--- src/vcic_pkg.sv ---
// Purpose: constants for the virtual interface control block
// Assumes: one 25 MHz clock, synchronous active-high reset
// Notes:   encodings are op0/op1/CRn/CRm/op2 of the system register access
package vcic_pkg;
  // system register encoding
  localparam logic [1:0] ENC_OP0   = 2'h3;
  localparam logic [2:0] ENC_OP1   = 3'h4;
  localparam logic [3:0] ENC_CRN   = 4'hc;
  localparam logic [3:0] ENC_CRM   = 4'hb;
  localparam logic [2:0] OP2_TYPE  = 3'h1;
  localparam logic [2:0] OP2_MAINT = 3'h2;
  localparam logic [2:0] OP2_CTRL  = 3'h7;
  // control field positions
  localparam int PMR_LSB  = 24;
  localparam int BP0_LSB  = 21;
  localparam int BP1_LSB  = 18;
  localparam int EOIM_BIT = 9;
  localparam int CBP_BIT  = 4;
  localparam int FIQ_BIT  = 3;
  localparam int ACK_BIT  = 2;
  localparam int EN1_BIT  = 1;
  localparam int EN0_BIT  = 0;
  // type field positions
  localparam int PRI_LSB  = 29;
  localparam int PRE_LSB  = 26;
  localparam int IDW_LSB  = 23;
  localparam int SEI_BIT  = 22;
  localparam int A3V_BIT  = 21;
  localparam int NDI_BIT  = 20;
  localparam int TDS_BIT  = 19;
  localparam int LRC_LSB  = 0;
  // values
  localparam logic [2:0] BP_MAX       = 3'h7;
  localparam logic [2:0] IDW_16       = 3'h0;
  localparam logic [2:0] IDW_24       = 3'h1;
  localparam logic [23:0] SPURIOUS_G1 = 24'h0003fe;
  localparam logic [7:0] PMR_RESET    = 8'h00;
  localparam logic [2:0] BP0_RESET    = 3'h2;
  localparam logic [2:0] BP1_RESET    = 3'h3;
  localparam int MIN_PRI_BITS         = 5;
  typedef enum logic [1:0] {vcic_idle_type, vcic_read_type, vcic_trap_type} vcic_resp_type;
endpackage

--- src/vcic_prio_if.sv ---
// Purpose: carrier between control block and preemption checker
// Assumes: single clock domain
// Notes:   purely combinational signals
`timescale 1ns/100ps
`default_nettype none
interface vcic_prio_if;
  logic [7:0] mask;
  logic [2:0] point0;
  logic [2:0] point1;
  logic       common;
  logic [7:0] cand_prio;
  logic [7:0] run_prio;
  logic       cand_group1;
  logic       may_signal;
  modport ctrl (output mask, point0, point1, common, cand_prio, run_prio, cand_group1, input may_signal);
  modport chk  (input mask, point0, point1, common, cand_prio, run_prio, cand_group1, output may_signal);
endinterface
`default_nettype wire

--- src/vcic_prio_check.sv ---
// Purpose: decides whether a pending virtual interrupt may be signalled
// Assumes: lower number means higher priority
// Notes:   group priority is the bits above the binary point
`timescale 1ns/100ps
`default_nettype none
module vcic_prio_check (
  vcic_prio_if.chk pif
);
  function automatic logic [7:0] vcic_group_prio(input logic [7:0] p, input logic [2:0] bp);
    logic [7:0] m;
    // four-bit shift count so a point of 7 clears the whole group field instead of wrapping
    m = 8'hff << ({1'b0, bp} + 4'h1);
    return p & m;
  endfunction
  logic [2:0] point;
  always_comb begin
    // common mode makes group 0 point govern group 1 too
    point = (pif.cand_group1 && !pif.common) ? pif.point1 : pif.point0;
    pif.may_signal = (pif.cand_prio < pif.mask) &&
                     (vcic_group_prio(pif.cand_prio, point) < vcic_group_prio(pif.run_prio, point));
  end
endmodule
`default_nettype wire

--- src/vcic_ctrl.sv ---
// Purpose: hypervisor control and type registers of a virtual interrupt interface
// Assumes: system register requests arrive synchronous to ref_clk, one per cycle
// Notes:   guest-side register ports alias the same state as the hypervisor view
// How it works
// - interrupt signalled only when its priority beats the 8-bit mask
// - control fields alias guest registers; writes via either path visible in both, group 1 point only while common mode is off
// - group 0 binary point sets group 0 preemption, group 1 too in common mode
// - group 1 binary point sets group 1 preemption when common mode is off
// - split mode off: end-of-interrupt drops priority and deactivates
// - split mode on: end-of-interrupt only drops; deactivation register deactivates
// - common mode off: each group uses its own binary point
// - common mode on: guest group 1 point reads group 0 plus one saturated, guest writes ignored
// - group 0 goes out as fast interrupt when route bit set, else normal
// - ack control clear: group 1 highest pending reads give identifier 1022
// - group 1 signalling only while group 1 enable is set
// - group 0 signalling only while group 0 enable is set
// - hypervisor accesses trap while system register enable is clear
// - decode type, maintenance status and control encodings
// - type reports priority bits minus one, at least five
// - type reports preemption bits minus one, at least five
// - identifier width field reads 000 or 001 only
// - type bit reports system error support
// - type bit reports top affinity nonzero support
// - type bit set when direct injection unsupported
// - type bit reports deactivate trap support
// - type reports list register count minus one
`timescale 1ns/100ps
`default_nettype none
module vcic_ctrl #(
  parameter int   PRI_BITS   = 5,
  parameter int   PRE_BITS   = 5,
  parameter bit   ID24       = 1'b0,
  parameter bit   SEI_SUP    = 1'b0,
  parameter bit   A3V_SUP    = 1'b0,
  parameter bit   NO_DIRECT  = 1'b1,
  parameter bit   TDS_SUP    = 1'b0,
  parameter int   LIST_REGS  = 4,
  parameter bit   SRE_ALWAYS = 1'b0
) (
  // clock and reset
  input  wire logic        ref_clk,
  input  wire logic        rst,
  // hypervisor system register port
  input  wire logic        sr_valid,
  input  wire logic        sr_write,
  input  wire logic [1:0]  sr_op0,
  input  wire logic [2:0]  sr_op1,
  input  wire logic [3:0]  sr_crn,
  input  wire logic [3:0]  sr_crm,
  input  wire logic [2:0]  sr_op2,
  input  wire logic [31:0] sr_wdata,
  input  wire logic        sysreg_enable_hyp,
  input  wire logic [31:0] maintenance_status,
  output logic             sr_done,
  output logic             sr_trap,
  output logic [31:0]      sr_rdata,
  // guest view registers
  input  wire logic        pmr_wr,
  input  wire logic        bp0_wr,
  input  wire logic        bp1_wr,
  input  wire logic [7:0]  guest_wdata,
  output logic [7:0]       priority_mask_register,
  output logic [2:0]       group0_point_register,
  output logic [2:0]       group1_point_register,
  // end of interrupt and deactivation
  input  wire logic        group0_end_of_interrupt,
  input  wire logic        group1_end_of_interrupt,
  input  wire logic        deactivation_register,
  output logic             prio_drop,
  output logic             deactivate,
  // pending candidate and acknowledge
  input  wire logic        cand_valid,
  input  wire logic        cand_group1,
  input  wire logic [7:0]  cand_prio,
  input  wire logic [23:0] cand_id,
  input  wire logic [7:0]  run_prio,
  output logic [23:0]      ack_id,
  output logic             virq,
  output logic             vfiq
);
  localparam logic [31:0] TYPE_VALUE =
    (32'((PRI_BITS - 1) & 7) << vcic_pkg::PRI_LSB) |
    (32'((PRE_BITS - 1) & 7) << vcic_pkg::PRE_LSB) |
    (32'(ID24 ? vcic_pkg::IDW_24 : vcic_pkg::IDW_16) << vcic_pkg::IDW_LSB) |
    (32'(SEI_SUP) << vcic_pkg::SEI_BIT) |
    (32'(A3V_SUP) << vcic_pkg::A3V_BIT) |
    (32'(NO_DIRECT) << vcic_pkg::NDI_BIT) |
    (32'(TDS_SUP) << vcic_pkg::TDS_BIT) |
    (32'((LIST_REGS - 1) & 31) << vcic_pkg::LRC_LSB);

  typedef struct packed {
    logic [7:0]  mask;
    logic [2:0]  point0;
    logic [2:0]  point1;
    logic        split;
    logic        common;
    logic        fast;
    logic        ack;
    logic        en1;
    logic        en0;
    logic        done;
    logic        trap;
    logic [31:0] rdata;
    logic        drop;
    logic        deact;
    logic [23:0] ackid;
    logic        irq;
    logic        fiq;
  } vcic_state_type;

  vcic_state_type state;
  vcic_state_type next_state;
  vcic_prio_if    pif ();

  function automatic logic [2:0] vcic_bp1_view(input logic [2:0] b0, input logic [2:0] b1, input logic cm);
    if (cm) begin
      return (b0 == vcic_pkg::BP_MAX) ? vcic_pkg::BP_MAX : b0 + 3'h1;
    end
    return b1;
  endfunction

  function automatic logic [31:0] vcic_ctrl_word(input vcic_state_type s);
    logic [31:0] w;
    w = 32'h0;
    w[vcic_pkg::PMR_LSB +: 8] = s.mask;
    w[vcic_pkg::BP0_LSB +: 3] = s.point0;
    w[vcic_pkg::BP1_LSB +: 3] = s.point1;
    w[vcic_pkg::EOIM_BIT]     = s.split;
    w[vcic_pkg::CBP_BIT]      = s.common;
    w[vcic_pkg::FIQ_BIT]      = s.fast | SRE_ALWAYS;
    w[vcic_pkg::ACK_BIT]      = s.ack & ~SRE_ALWAYS;
    w[vcic_pkg::EN1_BIT]      = s.en1;
    w[vcic_pkg::EN0_BIT]      = s.en0;
    return w;
  endfunction

  assign pif.mask        = state.mask;
  assign pif.point0      = state.point0;
  assign pif.point1      = state.point1;
  assign pif.common      = state.common;
  assign pif.cand_prio   = cand_prio;
  assign pif.run_prio    = run_prio;
  assign pif.cand_group1 = cand_group1;

  vcic_prio_check u_check (
    .pif (pif.chk)
  );

  logic enc_hit;
  logic is_type;
  logic is_maint;
  logic is_ctrl;
  logic sig_ok;
  always_comb begin
    next_state = state;
    enc_hit  = sr_valid && sr_op0 == vcic_pkg::ENC_OP0 && sr_op1 == vcic_pkg::ENC_OP1 &&
               sr_crn == vcic_pkg::ENC_CRN && sr_crm == vcic_pkg::ENC_CRM;
    is_type  = enc_hit && sr_op2 == vcic_pkg::OP2_TYPE;
    is_maint = enc_hit && sr_op2 == vcic_pkg::OP2_MAINT;
    is_ctrl  = enc_hit && sr_op2 == vcic_pkg::OP2_CTRL;
    next_state.done  = 1'b0;
    next_state.trap  = 1'b0;
    next_state.drop  = 1'b0;
    next_state.deact = 1'b0;
    if (is_type || is_maint || is_ctrl) begin
      if (!sysreg_enable_hyp) begin
        next_state.trap = 1'b1;
      end else begin
        next_state.done = 1'b1;
        if (is_ctrl && sr_write) begin
          next_state.mask   = sr_wdata[vcic_pkg::PMR_LSB +: 8];
          next_state.point0 = sr_wdata[vcic_pkg::BP0_LSB +: 3];
          next_state.point1 = sr_wdata[vcic_pkg::BP1_LSB +: 3];
          next_state.split  = sr_wdata[vcic_pkg::EOIM_BIT];
          next_state.common = sr_wdata[vcic_pkg::CBP_BIT];
          next_state.fast   = sr_wdata[vcic_pkg::FIQ_BIT];
          next_state.ack    = sr_wdata[vcic_pkg::ACK_BIT];
          next_state.en1    = sr_wdata[vcic_pkg::EN1_BIT];
          next_state.en0    = sr_wdata[vcic_pkg::EN0_BIT];
        end
        if (!sr_write) begin
          next_state.rdata = is_type ? TYPE_VALUE :
                             is_maint ? maintenance_status : vcic_ctrl_word(state);
        end
      end
    end
    // guest-side writes land in the same fields
    if (pmr_wr) begin
      next_state.mask = guest_wdata;
    end
    if (bp0_wr) begin
      next_state.point0 = guest_wdata[2:0];
    end
    if (bp1_wr && !state.common) begin
      next_state.point1 = guest_wdata[2:0];
    end
    // end-of-interrupt handling
    if (group0_end_of_interrupt || group1_end_of_interrupt) begin
      next_state.drop  = 1'b1;
      next_state.deact = !state.split;
    end
    if (deactivation_register && state.split) begin
      next_state.deact = 1'b1;
    end
    // signalling; disabled group stays silent
    sig_ok = cand_valid && pif.may_signal && (cand_group1 ? state.en1 : state.en0);
    next_state.irq = sig_ok && (cand_group1 || !(state.fast | SRE_ALWAYS));
    next_state.fiq = sig_ok && !cand_group1 && (state.fast | SRE_ALWAYS);
    // legacy acknowledge hides group 1 identity
    next_state.ackid = (cand_group1 && !state.ack) ? vcic_pkg::SPURIOUS_G1 : cand_id;
  end

  always_ff @(posedge ref_clk) begin
    if (rst) begin
      state        <= '0;
      state.mask   <= vcic_pkg::PMR_RESET;
      state.point0 <= vcic_pkg::BP0_RESET;
      state.point1 <= vcic_pkg::BP1_RESET;
    end else begin
      state <= next_state;
    end
  end

  assign sr_done                = state.done;
  assign sr_trap                = state.trap;
  assign sr_rdata               = state.rdata;
  assign priority_mask_register = state.mask;
  assign group0_point_register  = state.point0;
  assign group1_point_register  = vcic_bp1_view(state.point0, state.point1, state.common);
  assign prio_drop              = state.drop;
  assign deactivate             = state.deact;
  assign ack_id                 = state.ackid;
  assign virq                   = state.irq;
  assign vfiq                   = state.fiq;

  // checks
  a_trap_when_off: assert property (@(posedge ref_clk) disable iff (rst)
    sr_valid && !sysreg_enable_hyp && sr_op0 == 2'h3 && sr_op1 == 3'h4 && sr_crn == 4'hc &&
    sr_crm == 4'hb && sr_op2 == 3'h7 |=> sr_trap && !sr_done) else $error("access not trapped");
  a_ctrl_write_seen: assert property (@(posedge ref_clk) disable iff (rst)
    sr_valid && sr_write && sysreg_enable_hyp && sr_op0 == 2'h3 && sr_op1 == 3'h4 && sr_crn == 4'hc &&
    sr_crm == 4'hb && sr_op2 == 3'h7 && !pmr_wr |=> priority_mask_register == $past(sr_wdata[31:24]))
    else $error("mask write not seen");
  a_type_read: assert property (@(posedge ref_clk) disable iff (rst)
    sr_valid && !sr_write && sysreg_enable_hyp && sr_op0 == 2'h3 && sr_op1 == 3'h4 && sr_crn == 4'hc &&
    sr_crm == 4'hb && sr_op2 == 3'h1 |=> sr_rdata == TYPE_VALUE && sr_rdata[18:5] == 14'h0)
    else $error("type read wrong");
  a_bp1_saturate: assert property (@(posedge ref_clk) disable iff (rst)
    state.common && state.point0 == 3'h7 |-> group1_point_register == 3'h7) else $error("bp1 not saturated");
  a_bp1_ignored: assert property (@(posedge ref_clk) disable iff (rst)
    state.common && bp1_wr && !(sr_valid && sr_write) |=> state.point1 == $past(state.point1))
    else $error("bp1 write not ignored");
  a_eoi_deact: assert property (@(posedge ref_clk) disable iff (rst)
    group0_end_of_interrupt && !state.split |=> prio_drop && deactivate) else $error("eoi did not deactivate");
  a_split_eoi: assert property (@(posedge ref_clk) disable iff (rst)
    group1_end_of_interrupt && state.split && !deactivation_register |=> prio_drop && !deactivate)
    else $error("split eoi deactivated");
  a_mask_gate: assert property (@(posedge ref_clk) disable iff (rst)
    cand_prio >= state.mask |=> !virq && !vfiq) else $error("masked interrupt signalled");
  a_group1_off: assert property (@(posedge ref_clk) disable iff (rst)
    cand_group1 && !state.en1 |=> !virq) else $error("disabled group 1 signalled");
  a_fast_route: assert property (@(posedge ref_clk) disable iff (rst)
    vfiq |-> !virq && $past(!cand_group1)) else $error("fast route wrong");
  a_ack_hide: assert property (@(posedge ref_clk) disable iff (rst)
    cand_group1 && !state.ack |=> ack_id == 24'h0003fe) else $error("group 1 identity leaked");
  // signalling gates and acknowledge identity
  a_group0_off: assert property (@(posedge ref_clk) disable iff (rst)
    !cand_group1 && !state.en0 |=> !virq && !vfiq)
    else $error("disabled group 0 signalled");

  a_fast_off: assert property (@(posedge ref_clk) disable iff (rst)
    !(state.fast | SRE_ALWAYS) |=> !vfiq)
    else $error("fast route used while off");

  a_ack_real: assert property (@(posedge ref_clk) disable iff (rst)
    (state.ack || !cand_group1) |=> ack_id == $past(cand_id))
    else $error("real identity not returned");

  // end of interrupt and deactivation
  a_split_dir: assert property (@(posedge ref_clk) disable iff (rst)
    deactivation_register && state.split |=> deactivate)
    else $error("deactivation write lost");

  // unpredictable case resolved as ignore
  a_dir_ignored: assert property (@(posedge ref_clk) disable iff (rst)
    deactivation_register && !state.split && !group0_end_of_interrupt && !group1_end_of_interrupt
    |=> !deactivate)
    else $error("deactivation acted in joint mode");

  // trapped accesses leave state alone
  a_trap_keeps: assert property (@(posedge ref_clk) disable iff (rst)
    sr_valid && !sysreg_enable_hyp && !pmr_wr |=> $stable(priority_mask_register))
    else $error("trapped access changed mask");

  a_one_answer: assert property (@(posedge ref_clk) disable iff (rst)
    !(sr_done && sr_trap))
    else $error("done and trap together");

  // guest view aliasing
  a_pmr_guest: assert property (@(posedge ref_clk) disable iff (rst)
    pmr_wr |=> priority_mask_register == $past(guest_wdata))
    else $error("guest mask write lost");

  a_bp0_guest: assert property (@(posedge ref_clk) disable iff (rst)
    bp0_wr |=> group0_point_register == $past(guest_wdata[2:0]))
    else $error("guest point write lost");

  a_bp1_own: assert property (@(posedge ref_clk) disable iff (rst)
    !state.common |-> group1_point_register == state.point1)
    else $error("group 1 point view wrong");

  a_bp1_plus: assert property (@(posedge ref_clk) disable iff (rst)
    state.common && state.point0 != 3'h7 |-> group1_point_register == state.point0 + 3'h1)
    else $error("group 1 point not one above");

  // read-back layout
  a_reserved_zero: assert property (@(posedge ref_clk) disable iff (rst)
    is_ctrl && !sr_write && sysreg_enable_hyp |=> sr_rdata[17:10] == 8'h0 && sr_rdata[8:5] == 4'h0)
    else $error("reserved control bits set");

  a_idw_legal: assert property (@(posedge ref_clk) disable iff (rst)
    is_type && !sr_write && sysreg_enable_hyp |=> sr_rdata[25:23] <= 3'h1)
    else $error("reserved identifier width");

  a_prio_bits: assert property (@(posedge ref_clk) disable iff (rst)
    is_type && !sr_write && sysreg_enable_hyp |=> sr_rdata[31:29] >= 3'h4 && sr_rdata[28:26] >= 3'h4)
    else $error("too few priority bits");

  c_trap: cover property (@(posedge ref_clk) sr_trap);
  c_fiq: cover property (@(posedge ref_clk) vfiq);
  c_split_deact: cover property (@(posedge ref_clk) state.split && deactivate);
  c_common_read: cover property (@(posedge ref_clk) state.common && group1_point_register != state.point1);
endmodule
`default_nettype wire

--- config.mk ---
export PLATFORM = sky130hd
export DESIGN_NAME = vcic_ctrl
export DESIGN_NICKNAME = d
export VERILOG_FILES = /design/src/vcic_pkg.sv /design/src/vcic_prio_if.sv /design/src/vcic_prio_check.sv /design/src/vcic_ctrl.sv
export SDC_FILE = /design/constraint.sdc
export NUM_CORES = 1
export LEC_CHECK = 0
export BUFFER_PORTS_ARGS = -buffer_cell sky130_fd_sc_hd__buf_2
export CORE_MARGIN = 2
export CORE_UTILIZATION = 30
export CTS_BUF_LIST = sky130_fd_sc_hd__clkbuf_8
export DETAILED_ROUTE_END_ITERATION = 16
export SLEW_MARGIN = 20
export SYNTH_ARGS = -nofsm -noshare
export SYNTH_HDL_FRONTEND = slang
export SYNTH_HIERARCHICAL = 1
export SYNTH_SLANG_ARGS = --single-unit
--- constraint.sdc ---
create_clock -name ref_clk -period 3.48 [get_ports ref_clk]
set_input_delay 0.174 -clock ref_clk [delete_from_list [all_inputs] [get_ports ref_clk]]
set_output_delay 0.174 -clock ref_clk [all_outputs]
set_load 0.02 [all_outputs]
==> reports/qor.yml, run 1 <==
status: "completed"
ys_seq_area_share_pct: 37.3
hold_violations: 0
drt_wl_total_um: 14200
power.density_mw_per_mm2: 370
critical-path-max-stage-delay_ns: 0.39
area_growth_pct: 22.2
skew_ns: 0.0149
fin_crit_ns: 3.13
synthFlopType: "dfxtp_1"
ys_async_sr_fraction_pct: 0
cpMaxStageDelayCell: "mux2_1"
cap_violations: 0
grt_pass1_vias: 4150
path_class: "flip-flop to flip-flop"
endpoint_kind: "flip-flop"
grt.overflow.total: 0
max_freq_mhz: 319
cts-root-buf: "clkbuf_8"
cts_buffers: 9
setup_violations: 0
crit_fanout: 4
fin_hold_ws_ns: 0.0239
worstPathCellList: "nor2b_4 -> mux2_1 -> ha_1 -> xnor2_2 -> a21oi_1 -> and2_1 -> ha_1 -> a21o_1 -> a21oi_1 -> nor2b_1 -> a2111oi_2 -> o311a_1 -> nand2_1 -> nor4b_1"
synthTopCellsByArea: "dfxtp_1 (37%), buf_4 (11%), ha_1 (4.8%), a221oi_1 (4.4%), inv_1 (3.1%)"
clkTransAtPathRegs_ns: 0.08
row_count: 44
synth_cell_type_count: 50
via_count: 4152
vdd_ir_drop_max_uv: 134
synth-seq-cells: 82
hpwl_um: 10900
drtIter0Drc: 232
dieArea_mm2: 0.0157
antenna_found_initial: 1
tns_ns: 0
final_net_count: 787
viasPerCell: 5.07
cts.sinks: 82
gp_congestion: 0.835
synth_top_area_cell: "dfxtp_1"
design_area_mm2: 0.00538
cp_top_family: "compound AO/OA/AOI/OAI gates"
coreArea_mm2: 0.0144
synth_warnings: 6
total_power_mw: 1.99
critPathLaunchType: "flip-flop"
synth.top_cell.area_share_pct: 37.3
die_x_um: 125
crit_buf_inv: 0
wire_per_inst_um: 17.4
holdCritPathClass: "input pin to flip-flop"
start_util_pct: 30.5
clock_latency_ns: 0.36
grt_max_degree: 45
synth_edf_count: 0
drive_gt1_share_pct: 38.2
firstDrtPassIters: 6
leakagePower_nw: 2.46
cts_tree: "done"
syn_area_per_cell_um2: 8.85
ioPinCount: 217
route.detailed.drc: 0
drtAntennaViolNets: 0
port_buffers: 204
drv_slew: 0
fill_cells: 1493
relSlewSlack_pct: 32.3
postPlaceCellArea_mm2: 0.00507
synth_fp_nets: 656
fin_crit_sh_pct: 90.1
worstPathRequired_ns: 3.74
clk_path_buf_depth: 2
yosysMostFrequentCell: "dfxtp_1"
rsz0062_at_grt: "false"
die_h_um: 125
h-tree-depth: 3
syn_area_mm2: 0.00441
critPathArrivalTime_ns: 3.39
tightest_slew_ns: 1.01
grt.total_usage_pct: 17.8
synth_commonest_cells: "dfxtp_1 (82), buf_4 (67), inv_1 (36)"
syn_inst: 498
grt_first_pass_wirelength_um: 21900
power breakdown:
part | leakage [nW] | switching (mW) | internal, mW | total, mW
registers | 0.670 | 0.0212 | 0.964 | 0.985
clock network | 0.0965 | 0.349 | 0.295 | 0.643
logic | 1.70 | 0.196 | 0.164 | 0.360
total | 2.46 | 0.566 | 1.42 | 1.99
cells by family after synthesis:
family / Yosys count / synth area share, %
AO/OA/AOI/OAI: 126 / 21.2
XOR/XNOR: 3 / 0.767
flip-flops: 82 / 37.3
multiplexers: 5 / 1.28
AND/OR/NAND/NOR: 126 / 16.8
adder cells (fa/ha/maj): 17 / 4.83
buffers and inverters: 139 / 17.8
flip-flops by register name, summed over array words and instances, names as in the netlist:
name,flops
sr_done,1
deactivate,1
sr_trap,1
priority_mask_register,8
vfiq,1
virq,1
pif.point1,3
pif.common,1
group0_point_register,3
ack_id,24
sr_rdata,32
prio_drop,1
state,5
cell type report:
type	instances	area [um^2]	area share, %
Multi-Input combinational cell	277	2000	37.2
Sequential cell	82	1640	30.5
Timing Repair Buffer	223	1190	22.1
Tap cell	184	230	4.28
Clock buffer	11	151	2.81
Inverter	36	135	2.51
Clock inverter	5	30.0	0.558
Antenna cell	1	2.50	0.0465
path summary, 6_finish.rpt:
| path | startpoint | end | slack, ns | cells after the start |
|---|---|---|---|---|
| worst min register to register | sr_rdata[19] | sr_rdata[19] | 0.47 | 2 |
| worst min-delay path | cand_id[20] | ack_id[20] | 0.02 | 2 |
| worst max-delay path | pif.common | vfiq | 0.35 | 14 |
| worst max register to register | pif.common | vfiq | 0.35 | 14 |
routing by layer:
layer	up-vias	GRT usage (%)	part of all wire [%]	routed length [um]
li1	2003	-	-	-
met1	1930	21.4	43	6090
met2	203	30.6	47	6660
met3	16	5.48	8.6	1230
met4	0	5.56	1.8	262
met5	-	0	0	0
through the flow:
stage / util, % / std cells / setup slack, ns
final: 37.3 / 819 / 0.346
after global routing: 37.3 / 818 / 0.0598
after CTS: 37.1 / 816 / 0.114
after detailed placement: 35.2 / 790 / 0.160
after global placement: 35.2 / 790 / 0.299
after floorplan: - / 498 / 0.498
what timing repair did:
action | 4_1_cts | 5_1_grt
buffers inserted | 0 | 2
hold endpoints to repair | 10 | 0
hold buffers | 10 | 0
gates resized for setup | 0 | 3
endpoints found under the setup margin | 0 | 2
layout by cell type (no fill, tap or decap), types with 3 or more instances in the layout:
| cell type | synthesis | routed |
|---|---|---|
| o21ai_0 | 7 | 7 |
| buf_2 | 4 | 204 |
| inv_1 | 36 | 37 |
| nand2_1 | 12 | 12 |
| dfxtp_1 | 82 | 82 |
| o32ai_1 | 15 | 15 |
| clkbuf_8 | 0 | 11 |
| o311a_1 | 12 | 12 |
| and2_1 | 20 | 20 |
| a221oi_1 | 22 | 22 |
| o22ai_1 | 5 | 5 |
| a21o_1 | 3 | 3 |
| a21oi_1 | 25 | 25 |
| or4_1 | 13 | 13 |
| nor3_1 | 4 | 4 |
| buf_4 | 67 | 9 |
| nand2b_1 | 5 | 5 |
| dlygate4sd3_1 | 0 | 10 |
| nor4b_1 | 3 | 3 |
| nor2_1 | 33 | 32 |
| ha_1 | 17 | 17 |
| a2111oi_0 | 4 | 3 |
| a22o_1 | 12 | 12 |
| nand3_1 | 11 | 11 |
| a31oi_1 | 17 | 17 |
| nor4_2 | 1 | 3 |
| nor2b_1 | 6 | 6 |
| nor3b_1 | 3 | 3 |
Note: power is estimated with default switching activity, not from simulation.
==> inputs of run 2 (changes only) <==
Settings changed: HOLD_SLACK_MARGIN set to 0.12.
==> reports/qor.yml, run 2 (same netlist as run 1, synthesis figures left out) <==
grt.total_usage_pct: 18.4
skew_ns: 0.0147
fin_crit_sh_pct: 89.7
start_util_pct: 30.5
max_freq_mhz: 320
utilization_pct: 40.0
power.density_mw_per_mm2: 350
die_h_um: 125
clk_path_buf_depth: 2
setup_violations: 0
final_cell_mix: "buf_2 (204), dfxtp_1 (82), dlygate4sd3_1 (49)"
path_class: "flip-flop to flip-flop"
wire_per_inst_um: 17.0
vdd_ir_drop_max_uv: 135
cap_violations: 0
final_net_count: 826
ioPinCount: 217
die_x_um: 125
status: "completed"
drt_wl_total_um: 14600
endpoint_kind: "flip-flop"
final_common_cell: "buf_2"
holdCritPathClass: "input pin to flip-flop"
viasPerCell: 5.02
area_growth_pct: 31.0
route.detailed.drc: 0
rsz0062_at_grt: "false"
reg2reg_depth: 14
grt_first_pass_wirelength_um: 22700
fin_hold_ws_ns: 0.129
leakagePower_nw: 2.63
critPathLaunchType: "flip-flop"
dieArea_mm2: 0.0157
row_count: 44
drtAntennaViolNets: 0
hold_path_depth: 3
grt.overflow.total: 0
drtIter0Drc: 240
antenna_found_initial: 1
critPathArrivalTime_ns: 3.38
cts_tree: "done"
largest_reg_flops: 32
tns_ns: 0
coreArea_mm2: 0.0144
cts.sinks: 82
worstPathRequired_ns: 3.74
cts_buffers: 9
clkTransAtPathRegs_ns: 0.08
relSlewSlack_pct: 31.3
hold_violations: 0
port_buffers: 204
clock_latency_ns: 0.37
regMostFlops: "sr_rdata"
h-tree-depth: 3
tightest_slew_ns: 1.03
cts-root-buf: "clkbuf_8"
grt_pass1_vias: 4368
gp_congestion: 0.835
hpwl_um: 10900
drive_gt1_share_pct: 36.0
fin_crit_ns: 3.12
via_count: 4310
firstDrtPassIters: 4
drv_slew: 0
crit_fanout: 4
grt_max_degree: 45
[run 2: cell count changes in the layout (fill, tap and decap cells not counted), sizes merged]
cell,previous run,this run
dlygate4sd3,10,49
[run 2: where the power goes]
part / internal (mW) / switching (mW) / total, mW
Clock: 0.294 / 0.347 / 0.642
Combinational: 0.193 / 0.203 / 0.395
Sequential: 0.964 / 0.0214 / 0.985
[run 2: layout make-up]
type                    count  area, um^2
diodes                      1        2.50
clock buffers              11         151
clock inverters             5        30.0
fillers                  1450        8650
inverters                  36         135
multi-input cells         277        2000
flip-flops and latches     82        1640
well taps                 184         230
repair buffers            262        1580
[run 2: layer usage]
metal	routed length [um]	up-vias	global-route usage, %
met5	0	-	0
met4	271	0	5.82
met3	1200	19	5.73
met2	6930	200	31.9
met1	6210	2010	21.7
li1	-	2081	-
[run 2: through the flow]
stage,instances,total power [mW],setup WS (ns),instance area (um^2)
6_report,858,2.02,0.359,5770
5_1_grt,857,2.14,0.0598,5770
4_1_cts,855,2.04,0.114,5740
3_5_place_dp,790,1.35,0.160,5070
3_3_place_gp,790,1.33,0.299,5070
2_1_floorplan,498,1.22,0.498,4410
[run 2: final timing paths]
kind / startpoint / endpoint / slack [ns]
setup / recovery: pif.common / vfiq / 0.36
hold / removal: cand_valid / vfiq / 0.13
setup reg to reg: pif.common / vfiq / 0.36
hold reg to reg: sr_rdata[19] / sr_rdata[19] / 0.47
[run 2: repair_timing]
action,4_1_cts,5_1_grt
hold buffers,49,0
gates resized for setup,0,3
hold endpoints to repair,49,0
setup buffers,0,2
endpoints found under the setup margin,0,2
[run 2: critical path, cell delays in order, from the launching register on]
cell and delay (ns):
dfxtp_1 0.34, nor2b_4 0.20, mux2_1 0.39, ha_1 0.24, xnor2_2 0.19, a21oi_1 0.11, and2_1 0.17, ha_1 0.28
a21o_1 0.16, a21oi_1 0.15, nor2b_1 0.07, a2111oi_2 0.20, o311a_1 0.21, nand2_1 0.08, nor4b_1 0.22
==> inputs of run 3 (changes only) <==
Settings changed: SYNTH_HIERARCHICAL 1 to unset.
==> reports/qor.yml, run 3 <==
r2r-end: "vfiq"
largest_reg_flops: 32
ys_async_sr_fraction_pct: 0
stdcell_count: 891
highest_layer: "met4"
cts_tree: "done"
path_class: "flip-flop to flip-flop"
syn_inst: 483
grt.overflow.total: 0
critPathArrivalTime_ns: 3.29
synth_edf_count: 0
hold_violations: 0
critical-path-max-stage-delay_ns: 0.33
relSlewSlack_pct: 30.6
rsz0062_at_grt: "false"
worstPathCellList: "nand2b_1 -> mux2i_1 -> inv_1 -> ha_1 -> xnor2_1 -> a21oi_1 -> and2_1 -> ha_1 -> a21oi_1 -> o22ai_1 -> nor3_1 -> o41ai_1 -> nor3b_1"
switching_share_pct: 27.1
hpwl_um: 9310
gp_congestion: 0.769
critPathLaunchType: "flip-flop"
area_growth_pct: 44.5
drtAntennaViolNets: 0
start_util_pct: 30.5
ys_seq_area_share_pct: 39.1
syn_area_mm2: 0.00420
drt-met1-wl_um: 5540
endpoint_kind: "flip-flop"
tightest_slew_ns: 1.04
h-tree-depth: 3
die_h_um: 122
leakagePower_nw: 2.72
drtIter0Drc: 122
cap_violations: 0
clkTransAtPathRegs_ns: 0.09
cp_top_family: "simple AND/OR/NAND/NOR gates"
worstPathRequired_ns: 3.78
wl_met3_um: 800
comb_power_share_pct: 17.6
r2r_slack_ns: 0.49
reg2reg_from: "pif.common"
regMostFlops: "sr_rdata"
synthTopCellsByArea: "dfxtp_1 (39%), buf_4 (12%), nand2_1 (6.0%), ha_1 (5.1%), mux2i_1 (4.8%)"
drt_wl_total_um: 13100
port_buffers: 204
grt.total_usage_pct: 17.4
fin_crit_ns: 2.99
drive_gt1_share_pct: 33.9
synth_warnings: 0
crit_start: "pif.common"
antenna_found_initial: 0
wl_met2_um: 6600
route.detailed.drc: 0
coreArea_mm2: 0.0138
worstSetupEndpoint: "vfiq"
dieArea_mm2: 0.0150
tns_ns: 0
cts_buffers: 9
wire_per_inst_um: 14.8
final_cell_mix: "buf_2 (204), dlygate4sd3_1 (94), dfxtp_1 (82)"
synth_cell_type_count: 43
power.density_mw_per_mm2: 357
synth.top_cell.area_share_pct: 39.1
pwr-share-clk_pct: 36.8
max_freq_mhz: 335
cts_resized: 0
die_x_um: 122
via_count: 4098
final_net_count: 864
reg2reg_depth: 13
path_depth: 13
final_common_cell: "buf_2"
fin_crit_sh_pct: 85.8
setup_violations: 0
crit_fanout: 4
grt_pass1_vias: 4165
status: "completed"
num_antenna_cells: 0
synth-seq-cells: 82
synth_fp_nets: 641
grt_first_pass_wirelength_um: 20100
vdd_ir_drop_max_uv: 153
ioPinCount: 217
viasPerCell: 4.60
cts.sinks: 82
drv_slew: 0
grt_max_degree: 49
skew_ns: 0.00713
clock_latency_ns: 0.37
cts-root-buf: "clkbuf_8"
internal_power_mw: 1.58
synthFlopType: "dfxtp_1"
p_sw_mw: 0.586
cpMaxStageDelayCell: "dfxtp_1"
yosysMostFrequentCell: "dfxtp_1"
synth_top_area_cell: "dfxtp_1"
synth_commonest_cells: "dfxtp_1 (82), buf_4 (67), nand2_1 (67)"
dpl.cell_count: 781
holdCritPathClass: "input pin to flip-flop"
cts_setup_buffers: 0
total_power_mw: 2.16
crit_buf_inv: 1
clk_path_buf_depth: 2
fill_cells: 1343
hold_path_depth: 5
row_count: 43
syn_area_per_cell_um2: 8.69
pwr-share-seq_pct: 45.6
firstDrtPassIters: 4
[run 3: cell types whose count changed in the layout (fill, tap and decap cells not counted), sizes merged, moves of 15 or more]
| cell | before | now |
|---|---|---|
| a221oi | 22 | 0 |
| nor2 | 33 | 50 |
| mux2i | 3 | 20 |
| o2bb2ai | 0 | 15 |
| inv | 37 | 14 |
| o32ai | 15 | 0 |
| dlygate4sd3 | 49 | 94 |
| nand2 | 12 | 67 |
[run 3: worst min-delay path, cell delays in order]
cell     delay, ns
buf_2         0.08
nor2_1        0.04
nor2_1        0.08
a21oi_1       0.04
nor2_1        0.07
[run 3: cell type report]
class	instances	area (um^2)	share of cell area, %
inverter	11	41.3	0.681
clock inverter	7	98.8	1.63
multi-input combinational	300	1940	32.0
tap	180	225	3.72
timing repair buffer	302	1990	32.9
sequential	82	1640	27.1
clock buffer	9	124	2.04
[run 3: power by group through the flow]
stage | registers, mW | clock network, mW | logic (mW)
6_report | 0.986 | 0.795 | 0.381
4_1_cts | 0.987 | 0.819 | 0.380
3_3_place_gp | 1.01 | 0 | 0.292
2_1_floorplan | 1.00 | 0 | 0.192
5_1_grt | 0.989 | 0.858 | 0.422
3_5_place_dp | 1.01 | 0 | 0.297
[run 3: worst min path at each step]
stage	start	endpoint	slack, ns
CTS	guest_wdata[1]	pif.point1[1]	0.13
finish	group0_end_of_interrupt	deactivate	0.15
global route	guest_wdata[1]	pif.point1[1]	0.17
floorplan	sysreg_enable_hyp	sr_trap	0.25
detailed placement	sysreg_enable_hyp	sr_trap	0.36
global placement	sysreg_enable_hyp	sr_trap	0.36
[run 3: kinds of logic after synthesis]
family | Yosys count | synth area share [%]
adders and majority gates | 17 | 5.07
buffers and inverters | 101 | 15.2
muxes | 21 | 5.04
AOI/OAI and AO/OA | 74 | 13.6
xor gates and xnor gates | 2 | 0.417
and+or+nand+nor | 186 | 21.5
DFF | 82 | 39.1
[run 3: stage by stage]
stage	cell area (um^2)	setup WS [ns]	utilization (%)	hold slack [ns]
finish	6060	0.495	44.0	0.148
floorplan	4200	0.881	-	0.250
CTS	6060	0.464	44.0	0.135
global route	6060	0.230	44.0	0.169
detailed placement	4900	0.507	35.6	0.357
global placement	4900	0.564	35.6	0.356
[run 3: metal layers]
layer	vias to the layer above	global-route usage, %
met5	-	0
met1	1896	19.8
met2	155	31.9
met4	0	6.18
met3	15	3.90
li1	2032	-
[run 3: what timing repair did]
item,CTS,global route
hold endpoints to repair,77,0
endpoints found under the setup margin,0,0
hold buffers,94,0
